[src/pkg/mrd_pkg.sv]
// Constants and types for the mode register 0/1 decode block
// Function
// - CAS latency from A2 and A4-A6, whole cycles
// - Read data after additive plus CAS latency
// - A3 picks sequential or interleaved burst order
// - A0-A1 pick BC4, BL8 or on-the-fly
// - Sequential BL8 wraps within half, then other half
// - Interleaved BL8 order is start XOR counter
// - Chop read: four beats, then four idle slots
// - Writes ignore low column bits, fixed order
// - Fixed chop write starts two clocks earlier
// - On-the-fly chop write starts like BL8
// - DLL reset bit clears itself after use
// - A9-A11 hold write recovery, at least minimum
// - A12 picks slow or fast power-down exit
// - MRS with only BA0 high loads register one
// - DLL off in self-refresh, back on exit
// - Drive impedance from A1 and A5
// - Write termination applies even with nominal off
// - MRS with all bank bits low loads register zero
package mrd_pkg;

  // ****************************************
  // Widths and command decode
  // ****************************************
  localparam int         ADDR_W     = 13;
  // Wide enough that a full queue of bursts never wraps the age
  localparam int         STAMP_W    = 9;
  localparam logic [2:0] BA_CFG0    = 3'h0;
  localparam logic [2:0] BA_CFG1    = 3'h1;

  // ****************************************
  // burst_latency_config fields
  // ****************************************
  localparam int         BL_LSB     = 0;
  localparam int         CL_LO_BIT  = 2;
  localparam int         BT_BIT     = 3;
  localparam int         CL_HI_LSB  = 4;
  localparam int         TM_BIT     = 7;
  localparam int         DLLRST_BIT = 8;
  localparam int         WR_LSB     = 9;
  localparam int         PPD_BIT    = 12;
  localparam logic [1:0] BL_FIX8    = 2'h0;
  localparam logic [1:0] BL_OTF     = 2'h1;
  localparam logic [1:0] BL_FIX4    = 2'h2;
  localparam logic [4:0] CL_BASE    = 5'h04;
  localparam logic [4:0] CL_EXT     = 5'h08;

  // ****************************************
  // dll_drive_term_config fields
  // ****************************************
  localparam int         DLL_OFF_BIT = 0;
  localparam int         DRV_LO_BIT  = 1;
  localparam int         RTT0_BIT    = 2;
  localparam int         AL_LSB      = 3;
  localparam int         DRV_HI_BIT  = 5;
  localparam int         RTT1_BIT    = 6;
  localparam int         WLVL_BIT    = 7;
  localparam int         RTT2_BIT    = 9;
  localparam int         QOFF_BIT    = 12;
  localparam int         BC_BIT      = 12;
  localparam logic [1:0] AL_ZERO     = 2'h0;
  localparam logic [1:0] AL_CL_M1    = 2'h1;
  localparam logic [1:0] AL_CL_M2    = 2'h2;

  // ****************************************
  // Reset values and timing
  // ****************************************
  localparam logic [12:0] CFG0_RST     = 13'h0000;
  localparam logic [12:0] CFG1_RST     = 13'h0000;
  localparam int          WR_START_BL8 = 6;
  localparam int          WR_CHOP_PULL = 2;
  localparam int          FIFO_DEPTH   = 32;
  localparam int          DESC_W       = STAMP_W + 4;

  // ****************************************
  // Types
  // ****************************************
  typedef enum logic [1:0] {
    RD_IDLE  = 2'b01,
    RD_BURST = 2'b10
  } mrd_rd_state_t;

  typedef enum logic [1:0] {
    TERM_OFF = 2'h0,
    TERM_NOM = 2'h1,
    TERM_WR  = 2'h2
  } mrd_term_t;

endpackage

[src/hw/mrd_fifo.sv]
// Parameterised valid/ready FIFO for queued read commands
`timescale 1ns/1ns
module mrd_fifo
#(
  parameter int WIDTH = 12,
  parameter int DEPTH = 32
)
(
  // Clock and reset
  input  wire logic             clock,
  input  wire logic             resetn,
  // Fill side
  input  wire logic             in_valid,
  input  wire logic [WIDTH-1:0] in_data,
  output logic                  in_ready,
  // Drain side
  output logic                  out_valid,
  output logic      [WIDTH-1:0] out_data,
  input  wire logic             out_ready
);
  localparam int AW = (DEPTH > 1) ? $clog2(DEPTH) : 1;

  typedef struct packed {
    logic [DEPTH-1:0][WIDTH-1:0] mem;
    logic [AW-1:0]               wptr;
    logic [AW-1:0]               rptr;
    logic [AW:0]                 count;
    logic                        full;
    logic                        nonempty;
  } mrd_fifo_state_t;

  mrd_fifo_state_t st;
  mrd_fifo_state_t next_st;
  logic            push;
  logic            pop;

  always_comb
  begin
    next_st = st;
    push    = in_valid && !st.full;
    pop     = out_ready && st.nonempty;
    if (push)
    begin
      next_st.mem[st.wptr] = in_data;
      next_st.wptr = (st.wptr == AW'(DEPTH - 1)) ? '0 : st.wptr + 1'b1;
    end
    if (pop)
      next_st.rptr = (st.rptr == AW'(DEPTH - 1)) ? '0 : st.rptr + 1'b1;
    if (push && !pop)
      next_st.count = st.count + 1'b1;
    else if (pop && !push)
      next_st.count = st.count - 1'b1;
    // Flags registered so ready and valid carry no logic
    next_st.full     = (next_st.count == (AW + 1)'(DEPTH));
    next_st.nonempty = (next_st.count != '0);
  end

  always_ff @(posedge clock)
  begin
    if (!resetn)
      st <= '0;
    else
      st <= next_st;
  end

  assign in_ready  = !st.full;
  assign out_valid = st.nonempty;
  assign out_data  = st.mem[st.rptr];
endmodule

[src/hw/mrd_mode_decode.sv]
// Mode register 0/1 capture, burst ordering and latency timing
`timescale 1ns/1ns
module mrd_mode_decode
(
  // Clock and reset
  input  wire logic                         clock,
  input  wire logic                         resetn,
  // Command and address pins
  input  wire logic                         cs_n,
  input  wire logic                         ras_n,
  input  wire logic                         cas_n,
  input  wire logic                         we_n,
  input  wire logic [2:0]                   ba,
  input  wire logic [mrd_pkg::ADDR_W-1:0]   addr,
  // Power state and termination inputs
  input  wire logic                         sr_enter,
  input  wire logic                         sr_exit,
  input  wire logic                         odt,
  input  wire logic [1:0]                   rtt_wr_code,
  // Register contents and decoded settings
  output logic      [mrd_pkg::ADDR_W-1:0]   burst_latency_config,
  output logic      [mrd_pkg::ADDR_W-1:0]   dll_drive_term_config,
  output logic      [4:0]                   cas_latency,
  output logic      [5:0]                   read_latency,
  output logic      [2:0]                   write_recovery,
  output logic                              pd_fast_exit,
  output logic      [1:0]                   drive_code,
  output logic                              dll_enabled,
  output logic                              dll_reset_pulse,
  output mrd_pkg::mrd_term_t                term_sel,
  // Read beat stream
  output logic                              rd_cmd_ready,
  output logic                              rd_beat_valid,
  output logic      [2:0]                   rd_beat_col,
  output logic                              rd_dq_oe,
  // Write beat stream
  output logic                              wr_start,
  output logic                              wr_beat_valid,
  output logic      [2:0]                   wr_beat_col
);
  import mrd_pkg::*;

  localparam int N = WR_START_BL8;

  // ****************************************
  // State
  // ****************************************
  typedef struct packed {
    logic [ADDR_W-1:0]  cfg0;
    logic [ADDR_W-1:0]  cfg1;
    logic               self_ref;
    logic [STAMP_W-1:0] now;
    logic [4:0]         cas_latency;
    logic [5:0]         read_latency;
    logic               dll_enabled;
    logic               dll_reset_pulse;
    mrd_term_t          term_sel;
    mrd_rd_state_t      rd_state;
    logic [2:0]         rd_ctr;
    logic [2:0]         rd_ca;
    logic               rd_chop;
    logic [STAMP_W-1:0] rd_stamp;
    logic               rd_beat_valid;
    logic [2:0]         rd_beat_col;
    logic               rd_dq_oe;
    logic [N-1:0]       wp_valid;
    logic [N-1:0]       wp_half;
    logic [N-1:0]       wp_chop;
    logic [N-1:0]       wp_fixed;
    logic               wr_active;
    logic [2:0]         wr_ctr;
    logic               wr_half;
    logic               wr_chop;
    logic               wr_start;
    logic               wr_beat_valid;
    logic [2:0]         wr_beat_col;
  } mrd_state_t;

  mrd_state_t        st;
  mrd_state_t        next_st;
  logic              is_mrs;
  logic              is_rd;
  logic              is_wr;
  logic              cmd_chop;
  logic [1:0]        bl_mode;
  logic              head_valid;
  logic [DESC_W-1:0] head;
  logic              pop;
  logic [STAMP_W-1:0] age;
  logic              fifo_ready;
  logic              tap_fix;
  logic              tap_full;

  // ****************************************
  // Helpers
  // ****************************************
  function automatic logic [4:0] cl_of(input logic [ADDR_W-1:0] c);
    cl_of = CL_BASE + {2'h0, c[CL_HI_LSB +: 3]} + (c[CL_LO_BIT] ? CL_EXT : 5'h00);
  endfunction

  function automatic logic [5:0] rl_of(input logic [ADDR_W-1:0] c0,
                                       input logic [ADDR_W-1:0] c1);
    logic [5:0] cl;
    logic [5:0] al;
    cl = {1'b0, cl_of(c0)};
    unique case (c1[AL_LSB +: 2])
      AL_CL_M1: al = cl - 6'h01;
      AL_CL_M2: al = cl - 6'h02;
      default:  al = 6'h00;
    endcase
    rl_of = al + cl;
  endfunction

  // Sequential wraps the low two bits; interleave XORs all three
  function automatic logic [2:0] order_of(input logic [2:0] ca,
                                          input logic [2:0] ctr,
                                          input logic       intl);
    order_of = intl ? (ca ^ ctr) : {ca[2] ^ ctr[2], ca[1:0] + ctr[1:0]};
  endfunction

  // ****************************************
  // Command decode
  // ****************************************
  assign is_mrs  = !cs_n && !ras_n && !cas_n && !we_n;
  assign is_rd   = !cs_n && ras_n && !cas_n && we_n;
  assign is_wr   = !cs_n && ras_n && !cas_n && !we_n;
  assign bl_mode = st.cfg0[BL_LSB +: 2];
  // Reserved burst code falls back to BL8
  assign cmd_chop = (bl_mode == BL_FIX4) || ((bl_mode == BL_OTF) && !addr[BC_BIT]);

  // ****************************************
  // Read command queue
  // ****************************************
  mrd_fifo #(
    .WIDTH (DESC_W),
    .DEPTH (FIFO_DEPTH)
  ) u_rd_queue (
    .clock     (clock),
    .resetn    (resetn),
    .in_valid  (is_rd),
    .in_data   ({st.now, addr[2:0], cmd_chop}),
    .in_ready  (fifo_ready),
    .out_valid (head_valid),
    .out_data  (head),
    .out_ready (pop)
  );

  assign age = st.now - head[DESC_W-1 -: STAMP_W];
  // Burst starts one cycle early since beat outputs are registered
  assign pop = (st.rd_state == RD_IDLE) && head_valid &&
               (age >= (STAMP_W'(st.read_latency) - STAMP_W'(1)));

  // Write taps: fixed chop taps two stages before the full-length tap
  assign tap_full = st.wp_valid[N-1] && !st.wp_fixed[N-1];
  assign tap_fix  = st.wp_valid[N-1-WR_CHOP_PULL] && st.wp_fixed[N-1-WR_CHOP_PULL];

  // ****************************************
  // Next state
  // ****************************************
  always_comb
  begin
    next_st                 = st;
    next_st.now             = st.now + 1'b1;
    next_st.dll_reset_pulse = 1'b0;
    next_st.wr_start        = 1'b0;
    next_st.wr_beat_valid   = 1'b0;
    // Bit stays set one cycle, then the DLL reset has been issued
    if (st.cfg0[DLLRST_BIT])
    begin
      next_st.cfg0[DLLRST_BIT] = 1'b0;
      next_st.dll_reset_pulse  = 1'b1;
    end
    if (is_mrs && (ba == BA_CFG0))
      next_st.cfg0 = addr;
    if (is_mrs && (ba == BA_CFG1))
      next_st.cfg1 = addr;
    if (sr_enter)
      next_st.self_ref = 1'b1;
    else if (sr_exit)
      next_st.self_ref = 1'b0;
    next_st.dll_enabled  = !next_st.cfg1[DLL_OFF_BIT] && !next_st.self_ref;
    next_st.cas_latency  = cl_of(next_st.cfg0);
    next_st.read_latency = rl_of(next_st.cfg0, next_st.cfg1);

    // Write pipeline; low column bits never enter it
    next_st.wp_valid = {st.wp_valid[N-2:0], is_wr};
    next_st.wp_half  = {st.wp_half[N-2:0], addr[2]};
    next_st.wp_chop  = {st.wp_chop[N-2:0], cmd_chop};
    next_st.wp_fixed = {st.wp_fixed[N-2:0], bl_mode == BL_FIX4};

    // Write beat engine
    if (st.wr_active)
    begin
      next_st.wr_ctr = st.wr_ctr + 3'h1;
      if ((st.wr_chop && (st.wr_ctr == 3'h3)) || (st.wr_ctr == 3'h7))
        next_st.wr_active = 1'b0;
    end
    if (tap_fix || tap_full)
    begin
      next_st.wr_start  = 1'b1;
      next_st.wr_active = 1'b1;
      next_st.wr_ctr    = 3'h0;
      next_st.wr_half   = tap_fix ? st.wp_half[N-1-WR_CHOP_PULL] : st.wp_half[N-1];
      next_st.wr_chop   = tap_fix ? 1'b1 : st.wp_chop[N-1];
    end
    if (next_st.wr_active)
    begin
      next_st.wr_beat_valid = 1'b1;
      next_st.wr_beat_col   = next_st.wr_chop ? {next_st.wr_half, next_st.wr_ctr[1:0]}
                                              : next_st.wr_ctr;
    end

    // Read beat engine
    unique case (st.rd_state)
      RD_IDLE:
      begin
        if (pop)
        begin
          next_st.rd_state = RD_BURST;
          next_st.rd_ctr   = 3'h0;
          next_st.rd_ca    = head[3:1];
          next_st.rd_chop  = head[0];
          next_st.rd_stamp = head[DESC_W-1 -: STAMP_W];
        end
      end
      RD_BURST:
      begin
        next_st.rd_ctr = st.rd_ctr + 3'h1;
        if (st.rd_ctr == 3'h7)
          next_st.rd_state = RD_IDLE;
      end
    endcase
    // Chop bursts leave the last four slots undriven
    next_st.rd_dq_oe = (next_st.rd_state == RD_BURST) &&
                       !(next_st.rd_chop && next_st.rd_ctr[2]);
    next_st.rd_beat_valid = next_st.rd_dq_oe;
    next_st.rd_beat_col   = order_of(next_st.rd_ca, next_st.rd_ctr,
                                     st.cfg0[BT_BIT]);

    // Termination; no nominal ODT while the DLL is off, write termination still follows ODT
    if (odt && next_st.wr_active && (rtt_wr_code != 2'h0))
      next_st.term_sel = TERM_WR;
    else if (odt && next_st.dll_enabled &&
             ({st.cfg1[RTT2_BIT], st.cfg1[RTT1_BIT], st.cfg1[RTT0_BIT]} != 3'h0))
      next_st.term_sel = TERM_NOM;
    else
      next_st.term_sel = TERM_OFF;
  end

  always_ff @(posedge clock)
  begin
    if (!resetn)
    begin
      st          <= '0;
      st.cfg0     <= CFG0_RST;
      st.cfg1     <= CFG1_RST;
      st.rd_state <= RD_IDLE;
      st.term_sel <= TERM_OFF;
    end
    else
    begin
      st <= next_st;
    end
  end

  // ****************************************
  // Outputs
  // ****************************************
  assign burst_latency_config  = st.cfg0;
  assign dll_drive_term_config = st.cfg1;
  assign cas_latency           = st.cas_latency;
  assign read_latency          = st.read_latency;
  assign write_recovery        = st.cfg0[WR_LSB +: 3];
  assign pd_fast_exit          = st.cfg0[PPD_BIT];
  assign drive_code            = {st.cfg1[DRV_HI_BIT], st.cfg1[DRV_LO_BIT]};
  assign dll_enabled           = st.dll_enabled;
  assign dll_reset_pulse       = st.dll_reset_pulse;
  assign term_sel              = st.term_sel;
  assign rd_cmd_ready          = fifo_ready;
  assign rd_beat_valid         = st.rd_beat_valid;
  assign rd_beat_col           = st.rd_beat_col;
  assign rd_dq_oe              = st.rd_dq_oe;
  assign wr_start              = st.wr_start;
  assign wr_beat_valid         = st.wr_beat_valid;
  assign wr_beat_col           = st.wr_beat_col;

  localparam int WR_DLY8 = WR_START_BL8 + 1;
  localparam int WR_DLY4 = WR_START_BL8 - 1;
endmodule

[config.mk]
export PLATFORM = sky130hd
export DESIGN_NAME = mrd_mode_decode
export DESIGN_NICKNAME = d
export VERILOG_FILES = /design/src/pkg/mrd_pkg.sv /design/src/hw/mrd_fifo.sv /design/src/hw/mrd_mode_decode.sv
export SDC_FILE = /design/constraint.sdc
export NUM_CORES = 1
export LEC_CHECK = 0
export ABC_AREA = 1
export ABC_CLOCK_PERIOD_IN_PS = 4700
export BUFFER_PORTS_ARGS = -buffer_cell sky130_fd_sc_hd__buf_2
export CAP_MARGIN = 20
export CORE_MARGIN = 3
export CORE_UTILIZATION = 55
export DETAILED_ROUTE_END_ITERATION = 12
export PLACE_DENSITY = 0.72
export SETUP_SLACK_MARGIN = 0.05
export SYNTH_ARGS = -nofsm -noshare
export SYNTH_HDL_FRONTEND = slang
export SYNTH_SLANG_ARGS = --single-unit
export TNS_END_PERCENT = 100
[constraint.sdc]
create_clock -name clock -period 4.7 [get_ports clock]
set_input_delay 0.47 -clock clock [delete_from_list [all_inputs] [get_ports clock]]
set_output_delay 0.47 -clock clock [all_outputs]
set_load 0.02 [all_outputs]
==> results of run 1 <==
## metal layers
layer	GRT usage	share of wire	vias to the layer above
met4	0.1243	0.042	4
met3	0.05489	0.090	207
met5	0.01724	0.0017	-
met1	0.3880	0.42	10200
met2	0.4751	0.45	1056
li1	-	-	10180
## critical path, delay by kind of cell, from the launching register on
kind,cells,cell delay [ns]
simple gates,16,1.37
fa+ha+maj,2,0.57
flops,1,0.37
xor+xnor,1,0.13
buf+inv,8,0.97
compound gates,7,1.11
## where the power goes
group / internal, mW / leakage (nW) / switching [mW]
Sequential: 4.58 / 4.27 / 0.0691
Clock: 2.56 / 0.900 / 1.82
Combinational: 2.31 / 5.59 / 3.32
Total: 9.44 / 10.8 / 5.21
## logic make-up after synthesis
logic type,synth area share
fa+ha+maj,0.02735
compound gates,0.2939
buf+inv,0.09306
xor+xnor,0.008226
flops,0.4530
simple gates,0.1245
## path summary, 6_finish.rpt
kind / start / endpoint / cells past startpoint
worst max-delay path: u_rd_queue.st[8] / u_rd_queue.out_valid / 34
worst min-delay path: we_n / next_st[30] / 2
worst max register to register: u_rd_queue.st[8] / u_rd_queue.out_valid / 34
worst min register to register: next_st[19] / next_st[20] / 2
## placed cells by master, fill, tap and decap left out, types with 35 or more instances in the layout
cell | synthesis | layout
a21oi_1 | 445 | 439
buf_2 | 58 | 83
buf_4 | 84 | 86
clkbuf_16 | 0 | 66
dfxtp_1 | 530 | 527
ha_1 | 48 | 45
inv_1 | 123 | 118
nand2_1 | 138 | 123
nand3_1 | 79 | 71
nor2_1 | 349 | 340
nor2_4 | 32 | 35
o211ai_1 | 37 | 37
o21ai_0 | 656 | 624
o21ai_1 | 18 | 43
o221ai_1 | 45 | 44
## stage by stage
step	instance area, µm²	hold slack, ns	utilization
after floorplan	23420	0.3905	-
after global placement	23810	0.3945	0.5741
after detailed placement	23810	0.3985	0.5741
after CTS	25620	0.06200	0.6176
after global routing	26600	0.09103	0.6412
final	26600	0.09298	0.6412
## final cells by class
cell class | count | area share
well taps | 532 | 0.02503
diodes | 1 | 0.00009408
repair buffers | 214 | 0.07428
repair inverters | 3 | 0.001364
clock inverters | 22 | 0.008279
multi-input cells | 1996 | 0.4105
clock buffers | 75 | 0.05946
inverters | 143 | 0.02173
flip-flops and latches | 530 | 0.3992
## flip-flops by register name (all words and copies together), names as in the netlist, 3 cells and up
name                   cells
dll_drive_term_config     13
next_st                   20
read_latency               6
burst_latency_config      13
cas_latency                3
st                        29
wr_beat_col                3
rd_beat_col                3
u_rd_queue.st            433
## timing repair
item,in CTS,in global routing
pin swaps,0,57
hold buffers,0,0
cloned,0,15
buffers inserted,0,25
setup endpoints to repair,1,13
resized for setup,1,128
==> summary.txt, run 1 <==
Final layout
  – Share of layout cells above drive strength 1: 0.1482
  – NumNets Final: 3019
  – FF+latch area: 10620 µm²
  – Fillers: ~3500
  – Fin cells: 3516
  – Area of the multi-input gates: between 10000 and 15000 µm²
  – Synth-to-Final Area Change: 13.56%

Run
  – Max_cap viols: 0

CTS
  – Root Driver: clkbuf_16
  – TritonCTS Buffers: 54
  – Worst skew pair latency: approximately 0.60 ns
  – Clk sinks: 530
  – Clock buffer depth: 3
  – Clock transition at the registers of the reported paths: 0.06 ns
  – H-tree lvl count: 2
  – CTS tree: built

Routing
  – First drt pass iteration count: 7
  – DRC: 0
  – Vias: 21650
  – Initial DRC count: about 2700
  – Routed WL per cell: 20.22 µm
  – Routed vias/inst: just over 6
  – ANT nets after route: 0
  – DRT Wirelength: 71080 µm

Synthesis
  – Yosys Warn Count: 0
  – FF+latch count, synth: 530
  – Top cell type's share of synthesized area: 0.4530
  – Most frequent cell after synthesis: o21ai_0
  – Mapped Nets: 3051
  – Cell variety after synth: 50
  – Number of enable flip-flop cells after synthesis: 0
  – Sequential share of the synthesized area: 0.4530
  – Avg Cell Area, Syn: 7.876 µm²
  – FFs w/ async S/R, synth: 0
  – Synth Cell Area: 23420 µm²
  – Synth area leader: dfxtp_1
  – Dominant cells by area after synthesis: dfxtp_1, o21ai_0, a21oi_1
  – Synth top cells by count: o21ai_0, dfxtp_1, a21oi_1
  – Synth Instances: ~3000
  – Main synth FF type: dfxtp_1

Critical path
  – Worst Path Required: 5.20 ns
  – Setup CP Type: reg -> reg
  – Crit start category: flop
  – Crit. End Element: flop
  – Worst Path Max Fanout: 9
  – CP max stage cell: dfxtp_4
  – CP Data Arrival Time: 5.15 ns
  – R2r setup slk: 0.05 ns
  – Peak per-stage delay on the critical path: 0.37 ns
  – Most frequent CP cell: nand2_2

GRT
  – Largest net degree at the start of global routing: 211
  – GRT overflow: 0
  – Vias in the first global route: 20120
  – GRT Util Overall: 0.2945
  – Global-route wire length before repair: 107000 µm
  – Initial antenna violation count: 1

Floorplanning
  – Die Area: 45100 µm²
  – Die Wd: 212.4 µm
  – Core area: between 40000 and 50000 µm²
  – I/O pin total: between 80 and 90
  – Initial Util: 0.5647
  – Core Rows: 74
  – Die height: approximately 210 µm

Timing
  – RSZ-0062 raised after global routing: yes
  – Final hold viol count: 0
  – Worst Slack Setup Final: 0.04957 ns
  – Fin Setup TNS: 0 ns
  – Worst-Margin Slew: 1.098 ns
  – Finish-stage setup viols: 0
  – Worst Skew: roughly 0.0098 ns
  – Fmax: 215.0 MHz
  – Min Clock Period, post-route: 4.650 ns
  – Pins Over Slew Limit: 0
  – Worst rel slew slack: 0.2677
  – Final period utilization: 0.9895

Placement
  – Hpwl dp: 40860 µm
  – GPL Wtd Cong: 0.9418
  – Place WS: approximately 0.073 ns
  – Number of I/O port buffers: 84
  – Inst Count DP: 3378

Run status
  – Outcome: complete, no violations

Pwr
  – Total power: 14.65 mW
  – Pwr dens: about 550 nW/µm²
  – LEAKAGE: roughly 11 nW
  – Peak VDD IR: 0.0003230 V

Hold path
  – Min-delay worst type: in -> reg
No activity file was read; power rests on OpenSTA's default activity.
==> inputs of run 2 (changes only) <==
ABC_CLOCK_PERIOD_IN_PS = 5100   (was 4700)
PLACE_DENSITY = 0.69   (was 0.72)
clock period = 5.1 ns   (was 4.7 ns; I/O delays follow)
==> run 2 against run 1 <==
Die area did not move. Largest cell class unchanged. Non-clock buffer count shrank 46. Via count shrank 2.4%. Highest routed layer is now met4. Critical endpoint is now u_rd_queue.st[9]. Combinational power fell by 22%.
==> summary.txt, run 2 (same netlist as run 1, synthesis figures left out) <==
Critical path
  – Crit start category: flop
  – R2r setup slk: 0.26 ns
  – CP Data Arrival Time: approximately 5.3 ns
  – Worst Path Max Fanout: 9
  – Setup CP Type: reg -> reg
  – Reg-to-reg endpoint: u_rd_queue.st[9]
  – Crit. End Element: flop
  – Worst Path Required: 5.54 ns
  – Reg2reg start: u_rd_queue.st[8]
  – Cell depth of the worst flop-to-flop path: 27

Timing
  – Finish-stage setup viols: 0
  – Worst rel slew slack: 0.1172
  – Min Clock Period, post-route: 4.839 ns
  – Fin Setup TNS: 0 ns
  – Worst Skew: 0.01401 ns
  – Fmax: 206.7 MHz
  – Pins Over Slew Limit: 0
  – RSZ-0062 raised after global routing: no
  – Final period utilization: 0.9488
  – Worst-Margin Slew: between 1 and 1.5 ns
  – Final hold viol count: 0

GRT
  – Initial antenna violation count: 0
  – Vias in the first global route: approximately 19000
  – Largest net degree at the start of global routing: 289
  – GRT Util Overall: 0.2895
  – GRT overflow: 0
  – Global-route wire length before repair: approximately 110000 µm

Floorplanning
  – Core Rows: 74
  – Die Wd: roughly 210 µm
  – Core area: 41480 µm²
  – Initial Util: 0.5647
  – Die height: 212.4 µm
  – I/O pin total: 85
  – Die Area: 45100 µm²

Final layout
  – Commonest non-fill, non-tap cells in the layout: o21ai_0, dfxtp_1, a21oi_1
  – Most flops, register: u_rd_queue.st
  – Fin cells: roughly 3500
  – Synth-to-Final Area Change: 10.89%
  – NumNets Final: 2972
  – Diodes inserted: 0
  – Share of layout cells above drive strength 1: 0.1242
  – Max FFs per register: 433
  – Most common cell after layout, fill and taps aside: o21ai_0

Placement
  – Number of I/O port buffers: between 80 and 90
  – GPL Wtd Cong: 0.8560
  – Hpwl dp: between 40000 and 50000 µm
  – Inst Count DP: 3343

Routing
  – ANT nets after route: 0
  – Initial DRC count: 2346
  – DRT Wirelength: about 69000 µm
  – Routed vias/inst: 6.090
  – Routed WL per cell: 19.83 µm
  – Vias: 21140
  – First drt pass iteration count: 6
  – DRC: 0

Run
  – Max_cap viols: 0

CTS
  – Worst skew pair latency: around 0.60 ns
  – Root Driver: clkbuf_16
  – Clk sinks: 530
  – # hold bufs at CTS: 0
  – TritonCTS Buffers: 55
  – H-tree lvl count: 2
  – Clock transition at the registers of the reported paths: ~0.06 ns
  – Clock buffer depth: 3
  – CTS tree: built

Run status
  – Outcome: complete, no violations

Hold path
  – Worst hold start: we_n
  – Hold path endpoint: next_st[30]
  – Hold Path Depth: 2
  – Min-delay worst type: in -> reg

Pwr
  – Pwr dens: 500.1 nW/µm²
  – Peak VDD IR: between 0.0003 and 0.0004 V
  – Total power: 12.99 mW
  – LEAKAGE: 10.50 nW
-- run 2: changes by cell type in the layout (fill, tap and decap cells not counted), moves of 4 or more --
cell      change
buf_4        -27
o21ai_0      +26
o21ai_1      -21
nand2_1       +9
buf_12        -8
nand2_2       -8
clkbuf_8      +7
nand3_1       +6
nor2_1        +6
buf_6         -5
clkbuf_1      -5
nand3_2       -5
nor2_2        -4
o21ai_2       -4
-- run 2: worst max-delay path, stage by stage (launching register included) --
cell	delay, ns
dfxtp_4	0.50
buf_12	0.14
clkbuf_16	0.13
buf_4	0.10
o21ai_0	0.10
o22ai_1	0.17
nor2_1	0.06
o211ai_1	0.33
o21ai_1	0.18
ha_1	0.39
a21oi_2	0.18
nand2_2	0.08
a21oi_2	0.13
o21bai_1	0.10
a21oi_1	0.15
nor2_1	0.06
nor2_1	0.13
xnor2_1	0.15
ha_1	0.26
nand2_2	0.11
a21oi_2	0.04
nor2_2	0.15
nand3_4	0.14
nand2_4	0.12
buf_4	0.11
buf_4	0.15
o21ai_0	0.08
a21oi_1	0.44
-- run 2: repair_timing --
item / CTS / global route
buffers inserted: 0 / 20
endpoints found under the hold margin: 0 / 0
gates resized for setup: 0 / 39
setup endpoints to repair: 0 / 13
-- run 2: stage by stage --
step	instance area, µm²	hold slack [ns]	worst slack (ns)	utilization
final	25970	0.1336	0.2612	0.6262
after global placement	23470	0.3952	0.1899	0.5658
after CTS	25470	0.1142	0.08461	0.6141
after global routing	25970	0.1216	0.03859	0.6262
after floorplan	23420	0.3905	0.6846	-
after detailed placement	23500	0.4039	0.1346	0.5664
-- run 2: per-layer routing --
layer / global-route usage / up-vias / share of wire
met4: 0.09245 / 0 / 0.031
met3: 0.05519 / 145 / 0.085
li1: - / 10100 / -
met1: 0.3910 / 9985 / 0.43
met5: 0 / - / 0
met2: 0.4711 / 907 / 0.45
-- run 2: layout make-up --
type	count	area, µm²
Clock buffer	79	1709
Clock inverter	22	267.8
Fill cell	3536	15510
Inverter	143	578.1
Multi-Input combinational cell	1996	10720
Sequential cell	530	10620
Tap cell	532	665.6
Timing Repair Buffer	168	1401
Timing Repair inverter	1	11.26
-- run 2: power by group --
| part | switching [mW] | internal [mW] | leakage [nW] |
|---|---|---|---|
| combinational | 2.74 | 1.64 | 5.24 |
| sequential | 0.0870 | 4.22 | 4.27 |
| clock | 1.68 | 2.62 | 0.985 |
-- run 2: how the worst max path moves through the flow --
stage / from / endpoint / slack [ns]
finish: u_rd_queue.st[8] / u_rd_queue.st[9] / 0.26
global route: u_rd_queue.st[8] / rd_beat_col[1] / 0.04
CTS: u_rd_queue.st[8] / rd_beat_col[1] / 0.08
detailed placement: u_rd_queue.st[8] / rd_beat_col[1] / 0.13
global placement: u_rd_queue.st[8] / rd_beat_col[1] / 0.19
floorplan: u_rd_queue.st[9] / rd_beat_col[1] / 0.68
